===== src/step_seq_regs.svh =====
// register offsets, field positions, limits and reset values of the step sequencer
`ifndef STEP_SEQ_REGS_SVH
`define STEP_SEQ_REGS_SVH
// Behaviour
// - ten steps, each with own settings
// - fixed source drives step's fixed frequency command
// - step direction stop, forward or reverse
// - minutes count 0 to 65535, default 0
// - seconds 0 to 60 added to minutes
// - step picks one of five ramp sets
// - next condition moves to step plus one
// - disabled condition never leaves the step
// - digital input needs step change role
// - analog low or high threshold crossing
// - analog one outside window advances
// - input ten/analog low, input nine/analog high
// - key press with step change role
// - time condition after minutes plus seconds
// - timed OR event, whichever first
// - jump condition moves to target step
// - jump target step one to ten, or disabled

// ----------------------------------------------------------------
// global registers
// ----------------------------------------------------------------
`define CTRL_OFS        12'h000
`define STAT_OFS        12'h004
`define ROLE_OFS        12'h008
`define CTRL_RUN_BIT    0
`define ROLE_DI_LSB     0
`define ROLE_KEY_LSB    8
`define STAT_STEP_LSB   0
`define STAT_TIME_LSB   8

// ----------------------------------------------------------------
// per-step block: four words at 12'h040 + 16 * step
// ----------------------------------------------------------------
`define STEP_COUNT      10
`define STEP_LAST       4'h9
`define STEP_PAGE_FIRST 4'h4
`define STEP_PAGE_LAST  4'hd
`define REF_LSB         0
`define DIR_LSB         5
`define RAMP_LSB        8
`define NEXT_LSB        12
`define JUMP_LSB        20
`define TGT_LSB         28
`define FREQ_LSB        0
`define MIN_LSB         0
`define SEC_LSB         16
`define LOW_LSB         0
`define HIGH_LSB        16

// ----------------------------------------------------------------
// limits, reset values, timing
// ----------------------------------------------------------------
`define REF_FIXED       5'h10
`define TGT_MAX         4'ha
`define FREQ_MAX        16'h7d00
`define SEC_MAX         6'h3c
`define THR_MAX         14'h2710
`define FREQ_RST        16'h0000
`define MIN_RST         16'h0000
`define SEC_RST         6'h00
`define THR_RST         14'h0000
`define SEC_PER_MIN     22'h00003c
`define SEC_NS          1000000000
`define CLK_NS          40
`endif


===== src/step_pkg.sv =====
// types shared by the step sequencer and its timer
package step_pkg;
  `include "step_seq_regs.svh"

  typedef logic [3:0]  step_idx_t;  // 0 = step one
  typedef logic [21:0] elapsed_t;   // seconds in step

  typedef enum logic [1:0] {DIR_STOP, DIR_FWD, DIR_REV} dir_e;

  typedef enum logic [2:0] {
    RAMP_MAIN, ALTERNATE_RAMP_ONE, ALTERNATE_RAMP_TWO,
    ALTERNATE_RAMP_THREE, ALTERNATE_RAMP_FOUR
  } ramp_e;

  // order matters: the event vector is indexed by these codes
  typedef enum logic [4:0] {
    COND_DIS, COND_DI6, COND_DI7, COND_DI8, COND_DI9, COND_DI10,
    COND_AI1_LO, COND_AI1_HI, COND_AI2_LO, COND_AI2_HI,
    COND_ANALOG_ONE_OUT_OF_WINDOW, COND_INPUT_TEN_OR_ANALOG_LOW,
    COND_INPUT_NINE_OR_ANALOG_HIGH,
    COND_F1, COND_F2, COND_F3, COND_F4, COND_ENTER, COND_TIME,
    COND_DI6_T, COND_DI7_T, COND_DI8_T, COND_DI9_T, COND_DI10_T,
    COND_AI1L_T, COND_AI2H_T, COND_F1_T, COND_F2_T
  } cond_e;

  typedef struct packed {
    logic [4:0]  ref_sel;
    dir_e        dir;
    ramp_e       ramp;
    cond_e       next_cond;
    cond_e       jump_cond;
    logic [3:0]  jump_tgt;   // 0 disabled, 1..10
    logic [15:0] fixed_freq; // 0.01 Hz
    logic [15:0] minutes;
    logic [5:0]  seconds;
    logic [13:0] low_thr;    // 0.01 %
    logic [13:0] high_thr;
  } step_cfg_s;

  typedef struct packed {
    logic [4:0]  ref_sel;
    logic        use_fixed;
    logic [15:0] fixed_freq;
    dir_e        dir;
    ramp_e       ramp;
  } drive_cmd_s;

  localparam step_cfg_s CFG_RESET = '{`REF_FIXED, DIR_STOP, RAMP_MAIN, COND_DIS,
    COND_DIS, 4'h0, `FREQ_RST, `MIN_RST, `SEC_RST, `THR_RST, `THR_RST};
endpackage


===== src/step_sequencer.sv =====
// ten-step speed sequencer with apb register file
//
// Our own choices: the APB register port and the register offsets.
`timescale 1ns/1ns
// offsets and limits; the guard makes a second include harmless
`include "step_seq_regs.svh"
module step_sequencer
  import step_pkg::*;
#(
  parameter int unsigned TICK_CYCLES = `SEC_NS / `CLK_NS // clocks per second
) (
  input  wire logic            clk,        // 25 MHz system clock
  input  wire logic            rst_n,      // async reset, active low
  input  wire logic            psel,       // apb select
  input  wire logic            penable,    // apb access phase
  input  wire logic            pwrite,     // apb write
  input  wire logic [11:0]     paddr,      // apb byte address
  input  wire logic [31:0]     pwdata,     // apb write data
  output logic [31:0]          prdata,     // apb read data
  output logic                 pready,     // apb ready
  output logic                 pslverr,    // unmapped address
  input  wire logic [4:0]      din_active, // inputs six..ten, bit 0 = six
  input  wire logic [4:0]      key_level,  // f1..f4, enter held
  input  wire logic [13:0]     ai1_level,  // analog one, 0.01 %
  input  wire logic [13:0]     ai2_level,  // analog two, 0.01 %
  output step_pkg::step_idx_t  step,       // active step, 0 = one
  output step_pkg::drive_cmd_s drive_cmd   // speed and ramp command
);
  import step_pkg::*;

  // ----------------------------------------------------------------
  // state
  // ----------------------------------------------------------------
  step_cfg_s   cfg_reg [`STEP_COUNT]; // per-step settings
  logic        run_reg;               // sequencer running
  logic [4:0]  di_role_reg;           // input_function_select per input
  logic [4:0]  key_role_reg;          // function_key_role per key
  logic [4:0]  key_prev_reg;          // last key levels
  step_idx_t   step_reg;              // active step
  step_idx_t   step_next;             // step after this edge
  drive_cmd_s  cmd_reg;               // registered command
  logic [31:0] prdata_reg;            // read data
  logic        pready_reg;            // ready, one cycle
  logic        pslverr_reg;           // error with ready
  elapsed_t    elapsed;               // seconds in step

  // ----------------------------------------------------------------
  // apb decode
  // ----------------------------------------------------------------
  logic      acc;    // first access cycle
  logic      wr_go;  // write commits here
  logic      is_step;
  logic      is_ctrl;
  logic      is_stat;
  logic      is_role;
  logic      hit;
  step_idx_t a_step;
  logic [1:0] a_word;

  // one wait state: ready rises one cycle into the access phase
  assign acc     = psel & penable & ~pready_reg;
  assign wr_go   = psel & penable & pready_reg & pwrite;
  // step pages sit after the global words; anything else is unmapped
  assign is_step = paddr[11:8] == 4'h0 && paddr[1:0] == 2'h0 &&
                   paddr[7:4] >= `STEP_PAGE_FIRST && paddr[7:4] <= `STEP_PAGE_LAST;
  assign a_step  = paddr[7:4] - `STEP_PAGE_FIRST;
  assign a_word  = paddr[3:2];
  assign is_ctrl = paddr == `CTRL_OFS;
  assign is_stat = paddr == `STAT_OFS;
  assign is_role = paddr == `ROLE_OFS;
  assign hit     = is_step | is_ctrl | is_stat | is_role;

  // ----------------------------------------------------------------
  // field packing and write filtering
  // ----------------------------------------------------------------
  // pack one word of a step for read back
  function automatic logic [31:0] pack_word(step_cfg_s c, logic [1:0] w);
    logic [31:0] d;
    d = 32'h0;
    unique case (w)
      2'h0: begin
        d[`REF_LSB +: 5]  = c.ref_sel;
        d[`DIR_LSB +: 2]  = c.dir;
        d[`RAMP_LSB +: 3] = c.ramp;
        d[`NEXT_LSB +: 5] = c.next_cond;
        d[`JUMP_LSB +: 5] = c.jump_cond;
        d[`TGT_LSB +: 4]  = c.jump_tgt;
      end
      2'h1: d[`FREQ_LSB +: 16] = c.fixed_freq;
      2'h2: begin
        d[`MIN_LSB +: 16] = c.minutes;
        d[`SEC_LSB +: 6]  = c.seconds;
      end
      2'h3: begin
        d[`LOW_LSB +: 14]  = c.low_thr;
        d[`HIGH_LSB +: 14] = c.high_thr;
      end
    endcase
    return d;
  endfunction

  // illegal codes keep the old value; numbers clamp to their range
  function automatic step_cfg_s write_word(step_cfg_s c, logic [1:0] w,
                                           logic [31:0] d);
    step_cfg_s n;
    n = c;
    unique case (w)
      2'h0: begin
        if (d[`REF_LSB +: 5] <= `REF_FIXED) n.ref_sel = d[`REF_LSB +: 5];
        if (d[`DIR_LSB +: 2] <= DIR_REV) n.dir = dir_e'(d[`DIR_LSB +: 2]);
        if (d[`RAMP_LSB +: 3] <= ALTERNATE_RAMP_FOUR) begin
          n.ramp = ramp_e'(d[`RAMP_LSB +: 3]);
        end
        if (d[`NEXT_LSB +: 5] <= COND_F2_T) n.next_cond = cond_e'(d[`NEXT_LSB +: 5]);
        if (d[`JUMP_LSB +: 5] <= COND_F2_T) n.jump_cond = cond_e'(d[`JUMP_LSB +: 5]);
        if (d[`TGT_LSB +: 4] <= `TGT_MAX) n.jump_tgt = d[`TGT_LSB +: 4];
      end
      2'h1: begin
        n.fixed_freq = (d[`FREQ_LSB +: 16] > `FREQ_MAX) ? `FREQ_MAX : d[`FREQ_LSB +: 16];
      end
      2'h2: begin
        n.minutes = d[`MIN_LSB +: 16];
        n.seconds = (d[`SEC_LSB +: 6] > `SEC_MAX) ? `SEC_MAX : d[`SEC_LSB +: 6];
      end
      2'h3: begin
        n.low_thr  = (d[`LOW_LSB +: 14] > `THR_MAX) ? `THR_MAX : d[`LOW_LSB +: 14];
        n.high_thr = (d[`HIGH_LSB +: 14] > `THR_MAX) ? `THR_MAX : d[`HIGH_LSB +: 14];
      end
    endcase
    return n;
  endfunction

  // ----------------------------------------------------------------
  // per-step storage
  // ----------------------------------------------------------------
  // each step owns its own copy of every setting
  for (genvar s = 0; s < `STEP_COUNT; s++) begin : g_step
    always_ff @(posedge clk or negedge rst_n) begin
      if (!rst_n) begin
        cfg_reg[s] <= CFG_RESET;
      end else if (wr_go && is_step && a_step == step_idx_t'(s)) begin
        cfg_reg[s] <= write_word(cfg_reg[s], a_word, pwdata);
      end
    end
  end

  // ----------------------------------------------------------------
  // global registers
  // ----------------------------------------------------------------
  // run bit and the step change roles of inputs and keys
  // status takes writes without error but keeps nothing: it is read-only
  always_ff @(posedge clk or negedge rst_n) begin
    if (!rst_n) begin
      run_reg      <= 1'b0;
      di_role_reg  <= 5'h0;
      key_role_reg <= 5'h0;
    end else if (wr_go && is_ctrl) begin
      run_reg <= pwdata[`CTRL_RUN_BIT];
    end else if (wr_go && is_role) begin
      di_role_reg  <= pwdata[`ROLE_DI_LSB +: 5];
      key_role_reg <= pwdata[`ROLE_KEY_LSB +: 5];
    end
  end

  // ----------------------------------------------------------------
  // apb answer
  // ----------------------------------------------------------------
  // read data is captured in the first access cycle, with ready
  always_ff @(posedge clk or negedge rst_n) begin
    if (!rst_n) begin
      pready_reg  <= 1'b0;
      pslverr_reg <= 1'b0;
      prdata_reg  <= 32'h0;
    end else begin
      pready_reg  <= acc;
      pslverr_reg <= acc & ~hit;
      if (acc && !pwrite) begin
        prdata_reg <= 32'h0;
        if (is_step) prdata_reg <= pack_word(cfg_reg[a_step], a_word);
        if (is_ctrl) prdata_reg[`CTRL_RUN_BIT] <= run_reg;
        if (is_role) begin
          prdata_reg[`ROLE_DI_LSB +: 5]  <= di_role_reg;
          prdata_reg[`ROLE_KEY_LSB +: 5] <= key_role_reg;
        end
        if (is_stat) begin
          prdata_reg[`STAT_STEP_LSB +: 4]  <= step_reg;
          prdata_reg[`STAT_TIME_LSB +: 22] <= elapsed;
        end
      end
    end
  end

  // ----------------------------------------------------------------
  // advance events
  // ----------------------------------------------------------------
  step_cfg_s   cur;      // active step settings
  logic [4:0]  di_ok;    // input active and set to step change
  logic [4:0]  key_hit;  // key press edge and set to step change
  logic        a1_lo;
  logic        a1_hi;
  logic        a2_lo;
  logic        a2_hi;
  elapsed_t    dur;      // step duration in seconds
  logic        expired;
  logic [31:0] evt;      // one bit per condition code
  logic        next_hit;
  logic        jump_hit;

  assign cur     = cfg_reg[step_reg];
  assign di_ok   = din_active & di_role_reg;
  assign key_hit = key_level & ~key_prev_reg & key_role_reg;
  assign a1_lo   = ai1_level < cur.low_thr;
  assign a1_hi   = ai1_level > cur.high_thr;
  assign a2_lo   = ai2_level < cur.low_thr;
  assign a2_hi   = ai2_level > cur.high_thr;
  // worst case 65535 min plus 60 s still fits the 22-bit elapsed count
  assign dur     = elapsed_t'(cur.minutes) * `SEC_PER_MIN + elapsed_t'(cur.seconds);
  assign expired = elapsed >= dur;

  // thresholds compare strictly: a level equal to one never fires
  // bit zero stays low so a disabled condition never fires
  always_comb begin
    evt = 32'h0;
    evt[COND_DI6 +: 5]  = di_ok;
    evt[COND_AI1_LO]    = a1_lo;
    evt[COND_AI1_HI]    = a1_hi;
    evt[COND_AI2_LO]    = a2_lo;
    evt[COND_AI2_HI]    = a2_hi;
    evt[COND_ANALOG_ONE_OUT_OF_WINDOW]  = a1_lo | a1_hi;
    evt[COND_INPUT_TEN_OR_ANALOG_LOW]   = di_ok[4] | a1_lo;
    evt[COND_INPUT_NINE_OR_ANALOG_HIGH] = di_ok[3] | a2_hi;
    evt[COND_F1 +: 5]   = key_hit;
    evt[COND_TIME]      = expired;
    evt[COND_DI6_T +: 5] = di_ok | {5{expired}};
    evt[COND_AI1L_T]    = a1_lo | expired;
    evt[COND_AI2H_T]    = a2_hi | expired;
    evt[COND_F1_T]      = key_hit[0] | expired;
    evt[COND_F2_T]      = key_hit[1] | expired;
  end

  assign next_hit = run_reg & evt[cur.next_cond];
  assign jump_hit = run_reg & evt[cur.jump_cond] & (cur.jump_tgt != 4'h0);

  // ----------------------------------------------------------------
  // step selection
  // ----------------------------------------------------------------
  // jump wins over next; only one move is taken per clock
  // a zero jump target is filtered in jump_hit, so no wrap to 4'hf here
  always_comb begin
    step_next = step_reg;
    if (jump_hit) begin
      step_next = cur.jump_tgt - 4'h1;
    end else if (next_hit) begin
      step_next = (step_reg == `STEP_LAST) ? 4'h0 : step_reg + 4'h1;
    end
  end

  // key history runs while stopped too, so a key held across start is no press
  always_ff @(posedge clk or negedge rst_n) begin
    if (!rst_n) begin
      step_reg     <= 4'h0;
      key_prev_reg <= 5'h0;
    end else begin
      step_reg     <= step_next;
      key_prev_reg <= key_level;
    end
  end

  // timer is zeroed on every step entry and while stopped
  // clearing on step_next, not step_reg, starts the new step at zero
  step_timer #(
    .TICK_CYCLES(TICK_CYCLES)
  ) u_timer (
    .clk    (clk),
    .rst_n  (rst_n),
    .clear  ((step_next != step_reg) | ~run_reg),
    .elapsed(elapsed)
  );

  // ----------------------------------------------------------------
  // drive command
  // ----------------------------------------------------------------
  // follows the active step one clock later
  // registering costs a clock but keeps the decode off the output pins
  always_ff @(posedge clk or negedge rst_n) begin
    if (!rst_n) begin
      cmd_reg <= '{`REF_FIXED, 1'b1, `FREQ_RST, DIR_STOP, RAMP_MAIN};
    end else begin
      cmd_reg.ref_sel    <= cur.ref_sel;
      cmd_reg.use_fixed  <= cur.ref_sel == `REF_FIXED;
      cmd_reg.fixed_freq <= cur.fixed_freq;
      cmd_reg.dir        <= cur.dir;
      cmd_reg.ramp       <= cur.ramp;
    end
  end

  assign prdata    = prdata_reg;
  assign pready    = pready_reg;
  assign pslverr   = pslverr_reg;
  assign step      = step_reg;
  assign drive_cmd = cmd_reg;
endmodule


===== src/step_timer.sv =====
// elapsed-seconds counter for the active step
`timescale 1ns/1ns
`include "step_seq_regs.svh"
module step_timer
  import step_pkg::*;
#(
  parameter int unsigned TICK_CYCLES = `SEC_NS / `CLK_NS // clocks per second
) (
  input  wire logic          clk,     // system clock
  input  wire logic          rst_n,   // async reset, active low
  input  wire logic          clear,   // hold at zero
  output step_pkg::elapsed_t elapsed  // whole seconds, saturating
);
  import step_pkg::*;

  logic [31:0] pre_reg; // sub-second prescaler
  elapsed_t    sec_reg; // seconds so far

  // ----------------------------------------------------------------
  // counting
  // ----------------------------------------------------------------
  // clear restarts both parts so a new step starts at a whole second
  always_ff @(posedge clk or negedge rst_n) begin
    if (!rst_n) begin
      pre_reg <= 32'h0;
      sec_reg <= '0;
    end else if (clear) begin
      pre_reg <= 32'h0;
      sec_reg <= '0;
    end else if (pre_reg >= TICK_CYCLES - 1) begin
      pre_reg <= 32'h0;
      if (sec_reg != '1) begin // saturate, never wrap
        sec_reg <= sec_reg + 22'h1;
      end
    end else begin
      pre_reg <= pre_reg + 32'h1;
    end
  end

  assign elapsed = sec_reg;
endmodule


===== config.mk =====
export PLATFORM = sky130hd
export DESIGN_NAME = step_sequencer
export DESIGN_NICKNAME = d
export VERILOG_FILES = /design/src/step_pkg.sv /design/src/step_sequencer.sv /design/src/step_timer.sv
export VERILOG_INCLUDE_DIRS = /design/src
export SDC_FILE = /design/constraint.sdc
export NUM_CORES = 2
export LEC_CHECK = 0
export ABC_CLOCK_PERIOD_IN_PS = 22400
export BUFFER_PORTS_ARGS = -buffer_cell sky130_fd_sc_hd__clkbuf_2
export CORE_MARGIN = 2
export CORE_UTILIZATION = 60
export DETAILED_ROUTE_END_ITERATION = 6
export PLACE_DENSITY = 0.79
export SLEW_MARGIN = 25
export SYNTH_ARGS = -nofsm -noshare
export SYNTH_HDL_FRONTEND = slang
export SYNTH_SLANG_ARGS = --single-unit

===== constraint.sdc =====
create_clock -name clk -period 22.4 [get_ports clk]
set_input_delay 4.48 -clock clk [delete_from_list [all_inputs] [get_ports clk]]
set_output_delay 4.48 -clock clk [all_outputs]
set_load 0.01 [all_outputs]

==> Word level (Yosys, flattened, before mapping) <==
Cells that the tools add are included.
{ "word_totals": {"word_cells": 361, "reg_bits": 1035, "output_inout_bits": 65, "in_bits": 87} }
{ "classes": {"mul": 1, "mux": 41, "magnitude_cmp": 22, "n_addsub": 6, "eq_ne": 18, "reduce_logical": 118, "bitwise": 30} }
{ "op_table": {"columns": ["cell", "count"], "rows": [
  ["$bmux 90 s4", 2],
  ["$mux 90", 4],
  ["$reduce_and 3->1", 60],
  ["$mux 32", 3],
  ["$mux 22", 4],
  ["$reduce_and 2->1", 32],
  ["$add 32x1->32 const B", 1],
  ["$ge 32x25->1 const B", 1],
  ["$gt 14x14->1", 2],
  ["$gt 14x14->1 const B", 2],
  ["$lt 14x14->1", 2],
  ["$mux 14", 2],
  ["$pmux 7 s4", 1],
  ["$add 22x1->22 const B", 1],
  ["$add 22x6->22", 1],
  ["$ge 22x22->1", 1],
  ["$ne 22x22->1 const B", 1],
  ["$mul 16x4->20 const B", 1],
  ["$logic_and 1x1->1", 17],
  ["$eq 4x3->1 const B", 4],
  ["$gt 16x15->1 const B", 1],
  ["$mux 16", 1],
  ["$mux 4", 4],
  ["$and 5x5->5", 3],
  ["other kinds (44)", 85]
]} }

==> Logic depth before layout (Yosys ltp) <==
{ "depth": {"depth_word": 17, "depth_mapped": 38, "mapped_depth_nobuf": 28} }

==> Modules after synthesis <==
Synthesis repeated with hierarchy kept, for this count alone.
{ "unflattened": {"hier_cells": 5130, "area_unflattened_um2": 57500.1} }
{ "modules_own_cells": {"columns": ["mod", "area_each_um2", "seq_area_each_um2", "n_inst", "cells_each"], "rows": [
  ["step_sequencer", 54698.7, 24563.6, 1, 4835],
  ["step_timer", 2801.4, 1351.3, 1, 295]
]} }

==> Worst setup path before layout <==
No wires, ideal clock.
{ "synth_timing": {"kind": "reg-to-reg", "start": "reg step_reg[1] (netlist: step[1])", "end": "reg u_timer.sec_reg[10] (netlist: u_timer.elapsed[10])", "arrival_ps": 8697, "synth_period_minus_slack_ps": 8818, "n_path_buf": 8, "slack_ps": 13582, "t_required_ps": 22279, "stages_incl_launch_ff": 37, "setup_ps": 121, "cell_sequence": "dfrtp_1 > buf_2 > buf_2 > buf_2 > buf_1 > clkbuf_1 > clkbuf_1 > mux4_2 > mux2i_1 > o22a_1 > fa_1 > inv_1 > fa_1 > ha_1 > a211o_1 > a211oi_1 > o31ai_1 > o41a_1 > a41o_1 > nor4_1 > nor3_1 > a21o_1 > a21oi_1 > xnor3_1 > ha_1 > nand4_1 > nor4_1 > o21ai_0 > o211ai_1 > a2111oi_0 > o31ai_1 > a22o_1 > a32oi_1 > o21ai_1 > buf_6 > buf_2 > nor2_1"} }
{ "synth_via": {"elab_chain_len": 17, "elab_cells_between_ends": 39, "classes_between": "3 x add/sub; 1 x mul; 5 x order compare; 2 x eq/ne; 11 x mux; 13 x bitwise; 4 x reduce/logical"} }
{ "synth_rtl": {"columns": ["element", "line_no", "rtl"], "rows": [
  ["from (decl)", "step_sequencer.sv:39", "step_idx_t step_reg;"],
  ["from (signal assigned)", "step_sequencer.sv:264", "step_reg <= step_next;"],
  ["$not 4->5 (not written as such)", "step_sequencer.sv:209", "assign cur = cfg_reg[step_reg];"],
  ["$bmux 90 s4", "step_sequencer.sv:209", null],
  ["$mux 90 (not written as such) (2 in series)", "step_sequencer.sv:209", null],
  ["$mul 16x4->20 (no line)", null, null],
  ["$add 22x6->22", "step_sequencer.sv:217", "assign dur = elapsed_t'(cur.minutes) * `SEC_PER_MIN + elapsed_t'(cur.seconds);"],
  ["$ge 22x22->1", "step_sequencer.sv:218", "assign expired = elapsed >= dur;"],
  ["$or 5x5->5 (tied with other cells)", "step_sequencer.sv:234", "evt[COND_DI6_T +: 5] = di_ok | {5{expired}};"],
  ["$bmux 1 s5 (on tied branches)", "step_sequencer.sv:241, step_sequencer.sv:242", null],
  ["$mux 1 (on tied branches)", "step_sequencer.sv:241, step_sequencer.sv:242", null],
  ["$and 1x1->1 (on tied branches)", "step_sequencer.sv:241, step_sequencer.sv:242", null],
  ["$mux 4 / $and 1x1->1 (equally long branches)", "step_sequencer.sv:253, step_sequencer.sv:242", null],
  ["$mux 4", "step_sequencer.sv:251", "if (jump_hit) begin"],
  ["$ne 4x4->1 (*)", "step_sequencer.sv:276", ".clear ((step_next != step_reg) | ~run_reg),"],
  ["$or 1x1->1 (*)", "step_sequencer.sv:276", null],
  ["$reduce_bool 2->1 (no line)", null, null],
  ["$reduce_and 2->1 (no line)", null, null],
  ["to (signal assigned)", "step_timer.sv:33", "sec_reg <= sec_reg + 22'h1;"],
  ["to (decl)", "step_timer.sv:17", "elapsed_t sec_reg;"]
]} }
Mark *: on every way between the ends. The rest lies on a longest branch, timed or not. The select of a mux whose other input is x is not followed.
A chain may end at the register's enable or synchronous reset.

==> Worst setup path after layout <==
{ "layout_timing": {"start": "reg step_reg[1] (netlist: step[1])", "end": "reg u_timer.pre_reg[4]"} }
{ "layout_via": {"elab_chain_len": 16, "elab_cells_between_ends": 36, "classes_between": "3 x add/sub; 1 x mul; 5 x order compare; 2 x eq/ne; 11 x mux; 13 x bitwise; 1 x reduce/logical"} }
{ "layout_rtl": {"columns": ["element", "line_no", "rtl"], "rows": [
  ["$not 4->5 (not written as such)", "step_sequencer.sv:209", null],
  ["$bmux 90 s4", "step_sequencer.sv:209", null],
  ["$mux 90 (not written as such) (2 in series)", "step_sequencer.sv:209", null],
  ["$mul 16x4->20 (no line)", null, null],
  ["$add 22x6->22", "step_sequencer.sv:217", null],
  ["$ge 22x22->1", "step_sequencer.sv:218", null],
  ["$or 5x5->5 (tied with other cells)", "step_sequencer.sv:234", null],
  ["$bmux 1 s5 (on tied branches)", "step_sequencer.sv:241, step_sequencer.sv:242", null],
  ["$mux 1 (on tied branches)", "step_sequencer.sv:241, step_sequencer.sv:242", null],
  ["$and 1x1->1 (on tied branches)", "step_sequencer.sv:241, step_sequencer.sv:242", null],
  ["$mux 4 / $and 1x1->1 (equally long branches)", "step_sequencer.sv:253, step_sequencer.sv:242", null],
  ["$mux 4", "step_sequencer.sv:251", null],
  ["$ne 4x4->1 (*)", "step_sequencer.sv:276", null],
  ["$or 1x1->1 (*)", "step_sequencer.sv:276", null],
  ["$mux 32 (*)", "step_timer.sv:27", "end else if (clear) begin"],
  ["to (signal assigned)", "step_timer.sv:36", "pre_reg <= pre_reg + 32'h1;"],
  ["to (decl)", "step_timer.sv:16", "logic [31:0] pre_reg;"]
]} }
Marked as above.

==> results.tsv <==
metric	value	unit
H-tree depth	3	
initial DRC count	5324	
Synth Area in Simple Gates	0.08021	
DRC Markers	0	
Post-Synth Adder-Cell Area	0.03568	
fin area	0.06277	sq mm
Syn Area/Cell	11.70	sq um
Post-synth ARST share	1.000	
layout cells sized above 1	0.2646	
IO Port Bufs	151	
top cells by count, synth	dfrtp_1 (1,023), nand2_1 (718), o21ai_0 (578)	
Final min period	9.795	ns
vias in the first global route	43080	
Post-synth EDFFs	0	
WP data required	22.92	ns
mux contribution to synthesized area	0.2823	
cell family with most CP delay	compound AO/OA/AOI/OAI gates	
FP Rows	113	
largest net degree at the start of global routing	185	
Reg2Reg Setup Slack	12.61	ns
first-pass GRT wire length	271.0	mm
Hold Crit Class	reg2reg	
RSZ-0062 raised after global routing	false	
worst skew pair latency	0.74	ns
Mapped Cells	4887	
status	completed	
maximum clock path buffer count	3	
Die Wd	312.6	um
worst clock skew	0.05858	ns
HPWL after DPL	115.2	mm
post-CTS setup repair buffer count	0	
crit-path max cell delay	0.70	ns
Via density	6.948	
clock transition at the registers of the reported paths	0.07	ns
final setup fails	0	
top cells by area, synth	dfrtp_1 (45%), mux4_2 (14%), mux2_2 (9.3%)	
post_cts resized	0	
hold_buf cts	0	
WP data arrival	10.32	ns
Worst-Margin Slew	1.181	ns
unique cell type count in the Yosys netlist	82	
Seq cells post-synth	1035	
CTS Sinks	1035	
Ys Warns	0	
Final Slew Violations	0	
crit start category	flip-flop	
Final GP Congestion	0.9699	
All-Layer GR Usage	0.3680	
Largest register FFs	900	
most area-hungry cell type in the Yosys netlist	dfrtp_1	
Hold Fails Final Rpt	0	
CP bufs+invs	4	
Root Driver	clkbuf_16	
Area Growth Syn to Fin	9.819	%
CP dominant cell by count	buf_4	
critical path class	reg2reg	
Antenna Violating Nets Remaining	0	
met1 WL	65.73	mm
count leader, synth	dfrtp_1	
crit end category	flip-flop	
complex-gate fraction of the synthesized area	0.1036	
CTS Buf Count	109	
total power divided by cell area	63.94	mW/mm^2
Detailed Route WL	178.8	mm
initial antenna violation count	10	
WL per Instance	28.68	um
Max Freq	102.1	MHz
synthesized area	0.05715	sq mm
main combinational cell family by area after synthesis	multiplexers	
TNS Setup	0	ns
Slew headroom	0.1922	
met3 WL	21.69	mm
Post-layout nets	5103	
Final period util	0.4373	
CP Max Fanout	47	
placed cell area	0.05883	sq mm
initial cell density of the core	0.6033	
top layer in use	met5	
CTS tree	built	
Die H	312.6	um
static leakage	27.40	nW
core box area	0.09473	sq mm
VDD IR-drop max	0.07133	mV
Max Cap Viol	0	
die area	0.09774	sq mm
TritonRoute pass-1 iters	6	
Post-Synth XOR/XNOR Area	0.01296	
Remaining Overflow, GRT	0	
# IOs	152	
top_reg_cell synth	dfrtp_1	
top cell type's share of synthesized area	0.4479	
CP max-delay cell	buf_4	
routed vias	43310	
Seq/Total Area, Yosys	0.4534	
wire length on met2	79.94	mm
[final timing paths]
| check | startpoint | end | depth (start not counted) |
|---|---|---|---|
| max | step[1]$_DFF_PN0_ | u_timer.pre_reg[4]$_DFF_PN0_ | 31 |
| min | prdata[6]$_DFFE_PN0P_ | prdata[6]$_DFFE_PN0P_ | 1 |
| max reg2reg | step[1]$_DFF_PN0_ | u_timer.pre_reg[4]$_DFF_PN0_ | 31 |
| min reg2reg | prdata[6]$_DFFE_PN0P_ | prdata[6]$_DFFE_PN0P_ | 1 |
| max in group asynchronous | rst_n | cfg_reg[802]$_DFFE_PN0P_ | 6 |
| min in group asynchronous | rst_n | cfg_reg[463]$_DFFE_PN0P_ | 1 |
[through the flow]
stage | power, mW | worst slack [ns] | instances | util | hold slack (ns)
CTS | 4.005 | 12.76 | 6225 | 0.6610 | 0.4816
global placement | 2.116 | 12.97 | 6022 | 0.6208 | 0.4637
global route | 4.110 | 12.07 | 6228 | 0.6624 | 0.5087
detailed placement | 2.118 | 12.83 | 6022 | 0.6210 | 0.4690
floorplan | 2.007 | 13.58 | 4893 | - | 0.4609
finish | 4.013 | 12.61 | 6234 | 0.6626 | 0.4746
[report_power, final]
group,internal (mW),switching (mW),total [mW]
sequential,1.88,0.00424,1.88
clock,1.13,0.788,1.92
combinational,0.0481,0.165,0.213
[placed cells by master, fill, tap and decap left out, types with 80 or more instances in the layout]
| cell type | count |
|---|---|
| dfrtp_1 | 1020 |
| nand2_1 | 699 |
| o21ai_0 | 577 |
| mux2_2 | 474 |
| mux4_2 | 354 |
| mux2i_1 | 282 |
| clkbuf_2 | 148 |
| nor2_1 | 123 |
| ha_1 | 112 |
| clkbuf_16 | 110 |
| a21oi_1 | 92 |
| buf_4 | 80 |
[final cells by class]
cell class                 count  area, sq um
multi-input combinational   3412        29620
inverter                      72        275.3
fill                        6817        31960
tap                         1265         1583
clock inverter                40        641.9
sequential                  1035        25930
clock buffer                 163         3142
timing repair buffer         241         1564
antenna                        6        15.01
[metal layers]
metal | vias up | track usage
met2 | 2650 | 0.5497
met1 | 22020 | 0.4852
met4 | 8 | 0.1963
met3 | 647 | 0.1168
li1 | 17990 | -
met5 | - | 0
[kinds of logic (layout without fill, tap and decap cells)]
logic type | Yosys count | in the layout
AO/OA/AOI/OAI | 991 | 991
adder cells (fa/ha/maj) | 145 | 145
XOR/XNOR | 83 | 83
flip-flops | 1035 | 1035
AND/OR/NAND/NOR | 1076 | 1076
multiplexers | 1110 | 1110
other | 1 | 13
buffers and inverters | 446 | 516
Note: power is estimated with default switching activity, not from simulation.
